File: src/hw/sst_pkg.sv
/*
  constants and types of the status and self-test block.
  assumes a front end that splits host text into command and mask chars.
*/
package sst_pkg;

  // ==========================================================
  // timing
  localparam int unsigned CLK_HZ = 40000000; // system clock rate
  localparam int unsigned FPAN_TIMEOUT_S = 10; // key wait, seconds
  localparam int unsigned FPAN_TIMEOUT_CYC = FPAN_TIMEOUT_S * CLK_HZ;

  // ==========================================================
  // status summary byte field positions
  localparam int MAV_BIT = 4; // message available
  localparam int ESB_BIT = 5; // event status summary
  localparam int MSS_BIT = 6; // master summary status
  localparam logic [7:0] SRE_RESET = 8'h00; // enable mask after reset
  localparam logic [7:0] SRE_WRITABLE = 8'hbf; // bit 6 always reads zero

  // ==========================================================
  // card selection
  localparam int NUM_CARDS = 4;
  localparam logic [2:0] CARD_ALL = 3'h0; // selector code for every card
  localparam logic [2:0] CARD_MAX = 3'h4; // highest card number

  // ==========================================================
  // ascii codes
  localparam logic [7:0] CH_0 = 8'h30;
  localparam logic [7:0] CH_9 = 8'h39;
  localparam logic [7:0] CH_A = 8'h41;
  localparam logic [7:0] CH_F = 8'h46;
  localparam logic [7:0] CH_B = 8'h42;
  localparam logic [7:0] CH_Q = 8'h51;
  localparam logic [7:0] CH_H = 8'h48;
  localparam logic [7:0] CH_HASH = 8'h23;
  localparam logic [7:0] CH_MINUS = 8'h2d;
  localparam logic [7:0] CH_NL = 8'h0a;

  // ==========================================================
  // commands, results, test kinds
  typedef enum logic [3:0] {
    OP_STB_Q, OP_SRE_SET, OP_SRE_Q, OP_TST_Q, OP_WAI,
    OP_CARD_CLEAR, OP_CARD_EXEC_Q, OP_CARD_STATE_Q,
    OP_FRAME_CLEAR, OP_FRAME_EXEC_Q, OP_FRAME_STATE_Q
  } sst_op_t;

  typedef enum logic [1:0] {RES_NONE, RES_PASS, RES_FAIL} sst_res_t;

  typedef enum logic [1:0] {KIND_SELF, KIND_CARD, KIND_CTRL} sst_kind_t;

  typedef struct packed {
    sst_op_t op; // command to run
    logic [2:0] card; // 0 = all, 1..4 = one card
    logic frame_fpan; // frame test select: 1 = front panel, 0 = controller
  } sst_cmd_t;

  typedef struct packed {
    sst_kind_t kind; // which external test engine runs
    logic [NUM_CARDS-1:0] cards; // cards under test
  } sst_test_t;

endpackage : sst_pkg

File: src/hw/sst_core.sv
/*
  status and self-test command interpreter with stored test results.
  assumes external test engines and a host that takes answers by ready.
*/
`timescale 1ns/100ps
// ==========================================================
// Overview of operation
// - status byte bit 6 is master summary
// - bits 4, 5 live; others read zero
// - answers are decimal text, newline with end
// - mask accepted in four radixes, same bits
// - self-test query answers 0 pass, 1 fail
// - self-test leaves device in reset state
// - wait stalls commands until operation complete
// - card clear and card test take card 1 to 4 or all; card result query takes 1 to 4 only
// - card clear erases selected card results
// - card test answers 1 if any fails
// - card test restores card power-on settings
// - card result: 1 fail, 0 pass, -1 untested
// - frame clear erases selected frame result
// - controller test requests device reset as its answer starts
// - front-panel test leaves state unchanged
// - front-panel test fails without key in time
// - frame result: 1 fail, 0 pass, -1 untested
// - master summary ORs enabled status bits
module sst_core #(
  parameter int unsigned FPAN_TIMEOUT = sst_pkg::FPAN_TIMEOUT_CYC
) (
  input wire logic clk_i,
  input wire logic reset_i,
  input wire logic cmd_valid_i, // decoded command offered
  input wire sst_pkg::sst_cmd_t cmd_i,
  output logic cmd_ready_o, // command taken when high with valid
  input wire logic param_valid_i, // mask text character offered
  input wire logic [7:0] param_char_i,
  output logic resp_valid_o, // response character offered
  output logic [7:0] resp_char_o,
  output logic resp_end_o, // marks the closing newline
  input wire logic resp_ready_i,
  input wire logic esb_i, // event status summary from the event block
  input wire logic opc_i, // no operation pending
  input wire logic key_i, // front-panel key, asynchronous pin
  output logic test_start_o, // one-cycle start of an engine test
  output sst_pkg::sst_test_t test_o,
  input wire logic test_done_i,
  input wire logic test_fail_i, // self or controller verdict
  input wire logic [sst_pkg::NUM_CARDS-1:0] card_fail_i, // per-card verdict
  output logic inst_reset_o, // one-cycle instrument reset request
  output logic card_cpon_o, // one-cycle power-on settings request
  output logic [sst_pkg::NUM_CARDS-1:0] card_cpon_mask_o,
  output logic [7:0] status_summary_byte_o, // live status byte
  output logic cmd_error_o // one-cycle: bad card selector
);

  // ==========================================================
  // helpers
  // value of a digit in the given radix, or 5'h1f when not a digit
  function automatic logic [4:0] digit_val(input logic [7:0] c, input logic [4:0] radix);
    logic [4:0] v;
    v = 5'h1f;
    if (c >= sst_pkg::CH_0 && c <= sst_pkg::CH_9)
      v = 5'(c - sst_pkg::CH_0);
    else if (c >= sst_pkg::CH_A && c <= sst_pkg::CH_F)
      v = 5'(c - sst_pkg::CH_A + 8'h0a);
    if (v >= radix)
      v = 5'h1f;
    return v;
  endfunction : digit_val

  // card selector to mask; zero mask means an illegal selector
  function automatic logic [sst_pkg::NUM_CARDS-1:0] card_mask(input logic [2:0] sel,
                                                              input logic allow_all);
    logic [sst_pkg::NUM_CARDS-1:0] m;
    m = '0;
    if (sel == sst_pkg::CARD_ALL)
      m = allow_all ? '1 : '0;
    else if (sel <= sst_pkg::CARD_MAX)
      m = sst_pkg::NUM_CARDS'(1) << (sel - 3'h1);
    return m;
  endfunction : card_mask

  // ==========================================================
  // state
  typedef enum {ST_IDLE, ST_WAIT_OPC, ST_TEST, ST_FPAN, ST_RESP} sst_state_t;
  sst_state_t state; // main sequencer
  sst_pkg::sst_cmd_t cmd_q; // command under execution
  logic [7:0] sre; // service-request enable mask
  sst_pkg::sst_res_t card_res [sst_pkg::NUM_CARDS]; // stored relay results
  sst_pkg::sst_res_t ctrl_res; // controller test result
  sst_pkg::sst_res_t fpan_res; // front-panel test result
  logic [7:0] resp_buf [4]; // response text, newline included
  logic [1:0] resp_last; // index of the newline
  logic [1:0] resp_idx; // next character to send
  logic [15:0] acc; // mask parser accumulator
  logic [4:0] radix; // current parser radix
  logic hash_seen; // '#' waits for a radix letter
  logic key_meta; // first synchroniser stage
  logic key_sync; // second stage, safe to read
  logic key_prev; // for edge detection
  logic [31:0] fpan_cnt; // front-panel wait counter
  logic take; // command accepted this cycle
  logic mss; // master summary status
  logic [4:0] dval; // parsed digit value
  logic resp_load; // load a result answer
  logic [7:0] resp_val; // numeric answer 0..255
  logic resp_neg; // answer is -1
  logic [sst_pkg::NUM_CARDS-1:0] sel_mask; // decoded card mask

  // ==========================================================
  // status byte
  // only mav and esb sit below bit 6
  assign mss = |({esb_i, state == ST_RESP} & {sre[sst_pkg::ESB_BIT], sre[sst_pkg::MAV_BIT]});
  always_comb
  begin
    status_summary_byte_o = 8'h00;
    status_summary_byte_o[sst_pkg::MAV_BIT] = (state == ST_RESP);
    status_summary_byte_o[sst_pkg::ESB_BIT] = esb_i;
    status_summary_byte_o[sst_pkg::MSS_BIT] = mss;
  end

  // ==========================================================
  // command acceptance
  // busy states stall commands, keeping order
  assign cmd_ready_o = (state == ST_IDLE);
  assign take = cmd_valid_i && cmd_ready_o;
  assign sel_mask = card_mask(cmd_i.card, cmd_i.op != sst_pkg::OP_CARD_STATE_Q);

  // ==========================================================
  // key synchroniser and edge detect
  always_ff @(posedge clk_i)
  begin
    if (reset_i)
    begin
      key_meta <= 1'b0;
      key_sync <= 1'b0;
      key_prev <= 1'b0;
    end
    else
    begin
      key_meta <= key_i;
      key_sync <= key_meta;
      key_prev <= key_sync;
    end
  end

  // ==========================================================
  // enable-mask text parser: decimal by default, #B, #Q, #H prefixes
  assign dval = digit_val(param_char_i, radix);
  always_ff @(posedge clk_i)
  begin
    if (reset_i || (take && cmd_i.op == sst_pkg::OP_SRE_SET))
    begin
      acc <= 16'h0000;
      radix <= 5'd10;
      hash_seen <= 1'b0;
    end
    else if (param_valid_i)
    begin
      if (param_char_i == sst_pkg::CH_HASH)
        hash_seen <= 1'b1;
      else if (hash_seen)
      begin
        // radix letter; unknown letters keep decimal
        hash_seen <= 1'b0;
        unique case (param_char_i)
          sst_pkg::CH_B: radix <= 5'd2;
          sst_pkg::CH_Q: radix <= 5'd8;
          sst_pkg::CH_H: radix <= 5'd16;
          default: radix <= 5'd10;
        endcase
      end
      else if (dval != 5'h1f)
        // every radix lands in one binary value
        acc <= 16'(acc * 16'(radix) + 16'(dval));
    end
  end

  // ==========================================================
  // enable mask register
  always_ff @(posedge clk_i)
  begin
    if (reset_i)
      sre <= sst_pkg::SRE_RESET;
    else if (take && cmd_i.op == sst_pkg::OP_SRE_SET)
      sre <= acc[7:0] & sst_pkg::SRE_WRITABLE;
  end

  // ==========================================================
  // sequencer
  always_ff @(posedge clk_i)
  begin
    if (reset_i)
    begin
      state <= ST_IDLE;
      cmd_q <= '0;
      fpan_cnt <= 32'h0000_0000;
    end
    else
    begin
      unique case (state)
        ST_IDLE:
        begin
          if (take)
          begin
            cmd_q <= cmd_i;
            fpan_cnt <= 32'h0000_0000;
            unique case (cmd_i.op)
              sst_pkg::OP_STB_Q, sst_pkg::OP_SRE_Q, sst_pkg::OP_FRAME_STATE_Q:
                state <= ST_RESP;
              sst_pkg::OP_CARD_STATE_Q:
                state <= (sel_mask != '0) ? ST_RESP : ST_IDLE;
              sst_pkg::OP_WAI:
                state <= ST_WAIT_OPC;
              sst_pkg::OP_TST_Q:
                state <= ST_TEST;
              sst_pkg::OP_CARD_EXEC_Q:
                state <= (sel_mask != '0) ? ST_TEST : ST_IDLE;
              sst_pkg::OP_FRAME_EXEC_Q:
                state <= cmd_i.frame_fpan ? ST_FPAN : ST_TEST;
              default:
                state <= ST_IDLE;
            endcase
          end
        end
        ST_WAIT_OPC:
        begin
          if (opc_i)
            state <= ST_IDLE;
        end
        ST_TEST:
        begin
          if (test_done_i)
            state <= ST_RESP;
        end
        ST_FPAN:
        begin
          fpan_cnt <= fpan_cnt + 32'h0000_0001;
          // a key edge or the time limit ends the wait
          if ((key_sync && !key_prev) || fpan_cnt >= 32'(FPAN_TIMEOUT - 1))
            state <= ST_RESP;
        end
        ST_RESP:
        begin
          if (resp_ready_i && resp_idx == resp_last)
            state <= ST_IDLE;
        end
      endcase
    end
  end

  // ==========================================================
  // test engine start and device side effects
  always_ff @(posedge clk_i)
  begin
    if (reset_i)
    begin
      test_start_o <= 1'b0;
      test_o <= '0;
      inst_reset_o <= 1'b0;
      card_cpon_o <= 1'b0;
      card_cpon_mask_o <= '0;
      cmd_error_o <= 1'b0;
    end
    else
    begin
      test_start_o <= 1'b0;
      inst_reset_o <= 1'b0;
      card_cpon_o <= 1'b0;
      cmd_error_o <= 1'b0;
      if (take)
      begin
        unique case (cmd_i.op)
          sst_pkg::OP_TST_Q:
          begin
            test_start_o <= 1'b1;
            test_o <= '{kind: sst_pkg::KIND_SELF, cards: '1};
          end
          sst_pkg::OP_CARD_EXEC_Q:
          begin
            test_start_o <= (sel_mask != '0);
            test_o <= '{kind: sst_pkg::KIND_CARD, cards: sel_mask};
          end
          sst_pkg::OP_FRAME_EXEC_Q:
          begin
            test_start_o <= !cmd_i.frame_fpan; // front panel runs here
            test_o <= '{kind: sst_pkg::KIND_CTRL, cards: '0};
          end
          default:
          begin
          end
        endcase
        if ((cmd_i.op == sst_pkg::OP_CARD_CLEAR || cmd_i.op == sst_pkg::OP_CARD_EXEC_Q
             || cmd_i.op == sst_pkg::OP_CARD_STATE_Q) && sel_mask == '0)
          cmd_error_o <= 1'b1;
      end
      if (state == ST_TEST && test_done_i)
      begin
        if (cmd_q.op == sst_pkg::OP_CARD_EXEC_Q)
        begin
          card_cpon_o <= 1'b1;
          card_cpon_mask_o <= test_o.cards;
        end
        else
        begin
          // self and controller tests end in reset
          inst_reset_o <= 1'b1;
        end
      end
    end
  end

  // ==========================================================
  // stored results; instrument reset leaves them alone
  always_ff @(posedge clk_i)
  begin
    if (reset_i)
    begin
      card_res <= '{default: sst_pkg::RES_NONE};
      ctrl_res <= sst_pkg::RES_NONE;
      fpan_res <= sst_pkg::RES_NONE;
    end
    else
    begin
      for (int i = 0; i < sst_pkg::NUM_CARDS; i++)
      begin
        if (take && cmd_i.op == sst_pkg::OP_CARD_CLEAR && sel_mask[i])
          card_res[i] <= sst_pkg::RES_NONE;
        else if (state == ST_TEST && test_done_i && cmd_q.op == sst_pkg::OP_CARD_EXEC_Q
                 && test_o.cards[i])
          card_res[i] <= card_fail_i[i] ? sst_pkg::RES_FAIL : sst_pkg::RES_PASS;
      end
      if (take && cmd_i.op == sst_pkg::OP_FRAME_CLEAR)
      begin
        if (cmd_i.frame_fpan)
          fpan_res <= sst_pkg::RES_NONE;
        else
          ctrl_res <= sst_pkg::RES_NONE;
      end
      if (state == ST_TEST && test_done_i && cmd_q.op == sst_pkg::OP_FRAME_EXEC_Q)
        ctrl_res <= test_fail_i ? sst_pkg::RES_FAIL : sst_pkg::RES_PASS;
      if (state == ST_FPAN && key_sync && !key_prev)
        fpan_res <= sst_pkg::RES_PASS;
      else if (state == ST_FPAN && fpan_cnt >= 32'(FPAN_TIMEOUT - 1))
        fpan_res <= sst_pkg::RES_FAIL;
    end
  end

  // ==========================================================
  // answer value selection
  always_comb
  begin
    resp_load = 1'b0;
    resp_val = 8'h00;
    resp_neg = 1'b0;
    if (take)
    begin
      unique case (cmd_i.op)
        sst_pkg::OP_STB_Q:
        begin
          resp_load = 1'b1;
          // mav is set once answering starts
          resp_val = {1'b0, (sre[sst_pkg::MAV_BIT] | (esb_i & sre[sst_pkg::ESB_BIT])),
                      esb_i, 1'b1, 4'h0};
        end
        sst_pkg::OP_SRE_Q:
        begin
          resp_load = 1'b1;
          resp_val = sre;
        end
        sst_pkg::OP_CARD_STATE_Q:
        begin
          resp_load = (sel_mask != '0);
          for (int i = 0; i < sst_pkg::NUM_CARDS; i++)
          begin
            if (sel_mask[i])
            begin
              resp_neg = (card_res[i] == sst_pkg::RES_NONE);
              resp_val = {7'h00, card_res[i] == sst_pkg::RES_FAIL};
            end
          end
        end
        sst_pkg::OP_FRAME_STATE_Q:
        begin
          resp_load = 1'b1;
          resp_neg = ((cmd_i.frame_fpan ? fpan_res : ctrl_res) == sst_pkg::RES_NONE);
          resp_val = {7'h00, (cmd_i.frame_fpan ? fpan_res : ctrl_res) == sst_pkg::RES_FAIL};
        end
        default:
        begin
        end
      endcase
    end
    else if (state == ST_TEST && test_done_i)
    begin
      resp_load = 1'b1;
      if (cmd_q.op == sst_pkg::OP_CARD_EXEC_Q)
        resp_val = {7'h00, |(card_fail_i & test_o.cards)};
      else
        resp_val = {7'h00, test_fail_i};
    end
    else if (state == ST_FPAN && key_sync && !key_prev)
      resp_load = 1'b1; // pass answers 0
    else if (state == ST_FPAN && fpan_cnt >= 32'(FPAN_TIMEOUT - 1))
    begin
      resp_load = 1'b1;
      resp_val = 8'h01;
    end
  end

  // ==========================================================
  // response text: decimal digits, then newline flagged as end
  always_ff @(posedge clk_i)
  begin
    if (reset_i)
    begin
      resp_buf <= '{default: 8'h00};
      resp_last <= 2'h0;
      resp_idx <= 2'h0;
    end
    else if (resp_load)
    begin
      resp_idx <= 2'h0;
      if (resp_neg)
      begin
        resp_buf <= '{sst_pkg::CH_MINUS, 8'h31, sst_pkg::CH_NL, 8'h00};
        resp_last <= 2'h2;
      end
      else if (resp_val >= 8'd100)
      begin
        resp_buf <= '{sst_pkg::CH_0 + resp_val / 8'd100, sst_pkg::CH_0 + (resp_val / 8'd10) % 8'd10,
                      sst_pkg::CH_0 + resp_val % 8'd10, sst_pkg::CH_NL};
        resp_last <= 2'h3;
      end
      else if (resp_val >= 8'd10)
      begin
        resp_buf <= '{sst_pkg::CH_0 + resp_val / 8'd10, sst_pkg::CH_0 + resp_val % 8'd10,
                      sst_pkg::CH_NL, 8'h00};
        resp_last <= 2'h2;
      end
      else
      begin
        resp_buf <= '{sst_pkg::CH_0 + resp_val, sst_pkg::CH_NL, 8'h00, 8'h00};
        resp_last <= 2'h1;
      end
    end
    else if (state == ST_RESP && resp_ready_i)
      resp_idx <= resp_idx + 2'h1;
  end

  // ==========================================================
  // response port
  assign resp_valid_o = (state == ST_RESP);
  assign resp_char_o = resp_buf[resp_idx];
  assign resp_end_o = (state == ST_RESP) && (resp_idx == resp_last);

endmodule : sst_core

File: config.mk
export PLATFORM = sky130hd
export DESIGN_NAME = sst_core
export DESIGN_NICKNAME = d
export VERILOG_FILES = /design/src/hw/sst_pkg.sv /design/src/hw/sst_core.sv
export SDC_FILE = /design/constraint.sdc
export NUM_CORES = 1
export LEC_CHECK = 0
export BUFFER_PORTS_ARGS = -buffer_cell sky130_fd_sc_hd__buf_2
export CORE_MARGIN = 2
export CORE_UTILIZATION = 66
export DETAILED_ROUTE_END_ITERATION = 7
export PLACE_DENSITY = 0.84
export SYNTH_ARGS = -nofsm -noshare
export SYNTH_HDL_FRONTEND = slang
export SYNTH_SLANG_ARGS = --single-unit
File: constraint.sdc
create_clock -name clk_i -period 9.48 [get_ports clk_i]
set_clock_uncertainty 0.05 [all_clocks]
set_input_delay 0.948 -clock clk_i [delete_from_list [all_inputs] [get_ports clk_i]]
set_output_delay 0.948 -clock clk_i [all_outputs]
set_load 0.02 [all_outputs]
==> results.toml <==
[synthesis]
synth_mux_area_frac = 0.0595
synth_cell_type_count = 95
postSynth.topFlopCell = "sky130_fd_sc_hd__dfxtp_1"
synth_most_common_cell = "sky130_fd_sc_hd__nor2_1"
post_synth_xor_area_fraction = 0.0213
synth-edff-count = 0
post_synth_instance_area_mm2 = 0.00821
synth_top_area_share = 0.283
synth_top_cells_by_count = "sky130_fd_sc_hd__nor2_1, sky130_fd_sc_hd__dfxtp_1, sky130_fd_sc_hd__nand2_1"
yosysWarnings = 0
async_reset_ff_frac = 0
synth-simple-area-share = 0.310
synthesized_area_fraction_occupied_by_ao_oa_aoi_and_oai_cells = 0.193
synth_seq_area_share = 0.283
ys_top_cells_by_area = "sky130_fd_sc_hd__dfxtp_1, sky130_fd_sc_hd__ha_1, sky130_fd_sc_hd__nor2_1, sky130_fd_sc_hd__nand2_1, sky130_fd_sc_hd__a21oi_1"
synthesized_instance_count = 1060
share_of_synthesized_cell_area_in_full_adder_half_adder_and_majority_cells = 0.0701
ys_ff_latch = 116
dominant_combinational_cell_family_by_area_after_synthesis = "simple AND/OR/NAND/NOR gates"
yosys.area.top_type = "sky130_fd_sc_hd__dfxtp_1"
post_synth.cell_area_avg_um2 = 7.74

[clocking]
ctsLongestPathBuffers = 2
cts_setup_buffers = 0
clock_sinks = 116
htreeDepth = 4
cts_tree = "done"
post_cts.resized_instances = 0
clk_pin_slew_worst_paths_ps = 60
total_clock_buffers_created_by_cts = 17
clk_latency_ps = 430
cts_hold_repair.buffers = 0
cts-root-buf = "sky130_fd_sc_hd__clkbuf_16"

[critical_path]
r2r-start = "state[1]"
end_kind = "flop"
end_of_the_worst_register_to_register_path = "resp_buf[21]"
startpoint_type = "input pin"
critPathRequiredTime_ps = 9710
worstSetupPathType = "in -> reg"
worstPathMaxFanout = 20
crit_path_start = "cmd_i[4]"
r2r_setup_slack_ps = 3860
cp.arrival_ps = 5890
r2r.worst_path.cells = 20

[power]
clk_pwr_share = 0.489
power.internal_uw = 901
powerDensity_mw_per_mm2 = 139
total_power_mw = 1.25
share_of_total_power_in_sequential_cells = 0.406
combPwrFrac = 0.106
power.ir.vdd_worst_mv = 0.156
total_switching_power_uw = 347
swShare = 0.278
cellLeakagePower_nw = 3.62

[sta]
worstMarginPinSlew_ps = 1040
setup_total_negative_slack_ps = 0
setup-violations-final = 0
final.setup.worst_slack_ps = 3830
grt_setup_unrepaired = "no"
maxSlewHeadroom = 0.299
achievable-frequency_mhz = 177
final_max_slew_viol_count = 0
timing_hold_violations_final = 0
layout_worst_path_cycle_share = 0.596
timing.final.crit_period_ps = 5650

[cells_and_area]
finalNetCount = 1159
final-seq-area_mm2 = 0.00232
nFillCells = 946
postLayoutCellArea_mm2 = 0.00897
n_antenna_cell = 0
flow.area_growth_from_synthesis_pct = 9.33
post_route_cells_drive_above_1_share = 0.140
multi_input_area_mm2 = 0.00539
fin_cells = 1267

[floorplanning]
die_width_um = 116
die_h_um = 116
number_of_standard_cell_rows_in_the_floorplan = 40
design.core.area_mm2 = 0.0121
io_pins = 63
die-area_mm2 = 0.0133
initial_core_util = 0.680

[placed_design]
placedCellCount = 1235
detailed_place.area_mm2 = 0.00841
routabilityCongestion = 1.05
dp_hpwl_um = 14900
post_place_setup_slack_ps = 3520
io_buffer_count = 57

[routing]
firstDrtPassIters = 6
drt-initial-drc-count = 846
drt-vias-per-instance = 6.28
drt.antenna.violating_nets = 0
route.vias.total = 7951
postRouteWirelength_um = 20800
detail_route.drc_violations = 0
routed_wire_length_per_instance_um = 16.4

[min_path]
hold_path_startpoint = "resp_buf[28]"
whs_path_depth = 2
hold_class = "reg -> reg"
timing.hold.worst_endpoint = "resp_buf[28]"

[run_status]
outcome = "complete, no violations"

[global_route]
number_of_global_route_vias_before_repair = 7319
grt.total_usage = 0.321
grt-ovfl-total = 0
grt_first_pass_wirelength_um = 34600
maximum_number_of_pins_on_one_net_before_global_route_repair = 75
grt_antenna_before_repair = 0

[flow_run]
max_cap_viol_count = 0
-- power by group through the flow --
stage	clock network, mW	registers, mW	logic, mW
floorplan	0	0.515	0.0990
global placement	0	0.517	0.128
detailed placement	0	0.517	0.129
CTS	0.613	0.506	0.130
global route	0.636	0.508	0.145
finish	0.610	0.506	0.132
-- worst max-delay path: stages --
cell	delay, ps
sky130_fd_sc_hd__buf_2	210
sky130_fd_sc_hd__or2_1	340
sky130_fd_sc_hd__or3_1	510
sky130_fd_sc_hd__nand2_1	240
sky130_fd_sc_hd__o21ai_0	110
sky130_fd_sc_hd__a21boi_0	290
sky130_fd_sc_hd__ha_1	280
sky130_fd_sc_hd__nand3_1	90
sky130_fd_sc_hd__nor3b_1	260
sky130_fd_sc_hd__buf_4	220
sky130_fd_sc_hd__o31ai_2	150
sky130_fd_sc_hd__nor4b_1	660
sky130_fd_sc_hd__a21oi_1	200
sky130_fd_sc_hd__ha_1	220
sky130_fd_sc_hd__o22ai_1	150
sky130_fd_sc_hd__o21ai_0	100
sky130_fd_sc_hd__mux2_2	270
sky130_fd_sc_hd__ha_1	270
sky130_fd_sc_hd__nor2_1	40
sky130_fd_sc_hd__o32ai_1	250
sky130_fd_sc_hd__nor2_1	60
-- sequential cells by signal, summed over array words and instances, names as in the netlist, 3 cells and up --
name and cells:
acc 8, cmd_q 4, state 3, fpan_cnt 32
card_cpon_mask_o 4, radix 3, card_res 8, resp_buf 25
sre 7, test_o 6
-- cell families (layout without fill, tap and decap cells) --
kind of cell | count (synthesis) | count (layout)
buffers and inverters | 104 | 138
XOR/XNOR | 20 | 20
AO/OA/AOI/OAI | 239 | 239
AND/OR/NAND/NOR | 491 | 491
multiplexers | 45 | 45
other | 2 | 7
adder cells (fa/ha/maj) | 43 | 43
flip-flops | 116 | 116
-- per-layer routing --
layer	vias to the layer above	track usage	part of all wire
met5	-	0	0
met4	0	0.129	0.028
met3	58	0.0696	0.068
met2	324	0.519	0.47
met1	3703	0.419	0.44
li1	3866	-	-
-- per-stage QoR --
stage,utilization,hold slack (ps)
floorplan,-,364
global placement,0.698,385
detailed placement,0.698,390
CTS,0.744,397
global route,0.744,412
finish,0.744,395
-- area by class of cell --
class                   count  area share
well taps                 168      0.0234
repair buffers             63      0.0368
multi-input cells         845       0.601
clock buffers              17      0.0474
inverters                  43      0.0180
clock inverters            15      0.0146
flip-flops and latches    116       0.259
-- placed cells by master (no fill, tap or decap), drive strengths merged, types with 8 or more instances in the layout --
cell	count
o31ai	9
o22ai	10
nand4	18
xnor2	13
or3	15
a211oi	10
and3	11
a31oi	12
nand2	116
clkbuf	17
ha	38
o211ai	12
a21o	13
nand3b	9
nor4	9
inv	45
mux2	10
nor3b	9
or2	16
buf	63
mux2i	33
nor2	120
nor3	38
and2	21
a21oi	83
dfxtp	116
nor2b	11
o21ai	31
or4	8
nand2b	15
a22oi	9
nand3	49
-- worst max-delay path by stage --
stage | depth (start not counted) | endpoint
3_3_place_gp | 20 | resp_buf[21]
2_1_floorplan | 22 | resp_buf[21]
5_1_grt | 21 | resp_buf[21]
3_5_place_dp | 21 | resp_buf[21]
4_1_cts | 21 | resp_buf[21]
6_report | 21 | resp_buf[21]
Note: power is estimated with default switching activity, not from simulation.
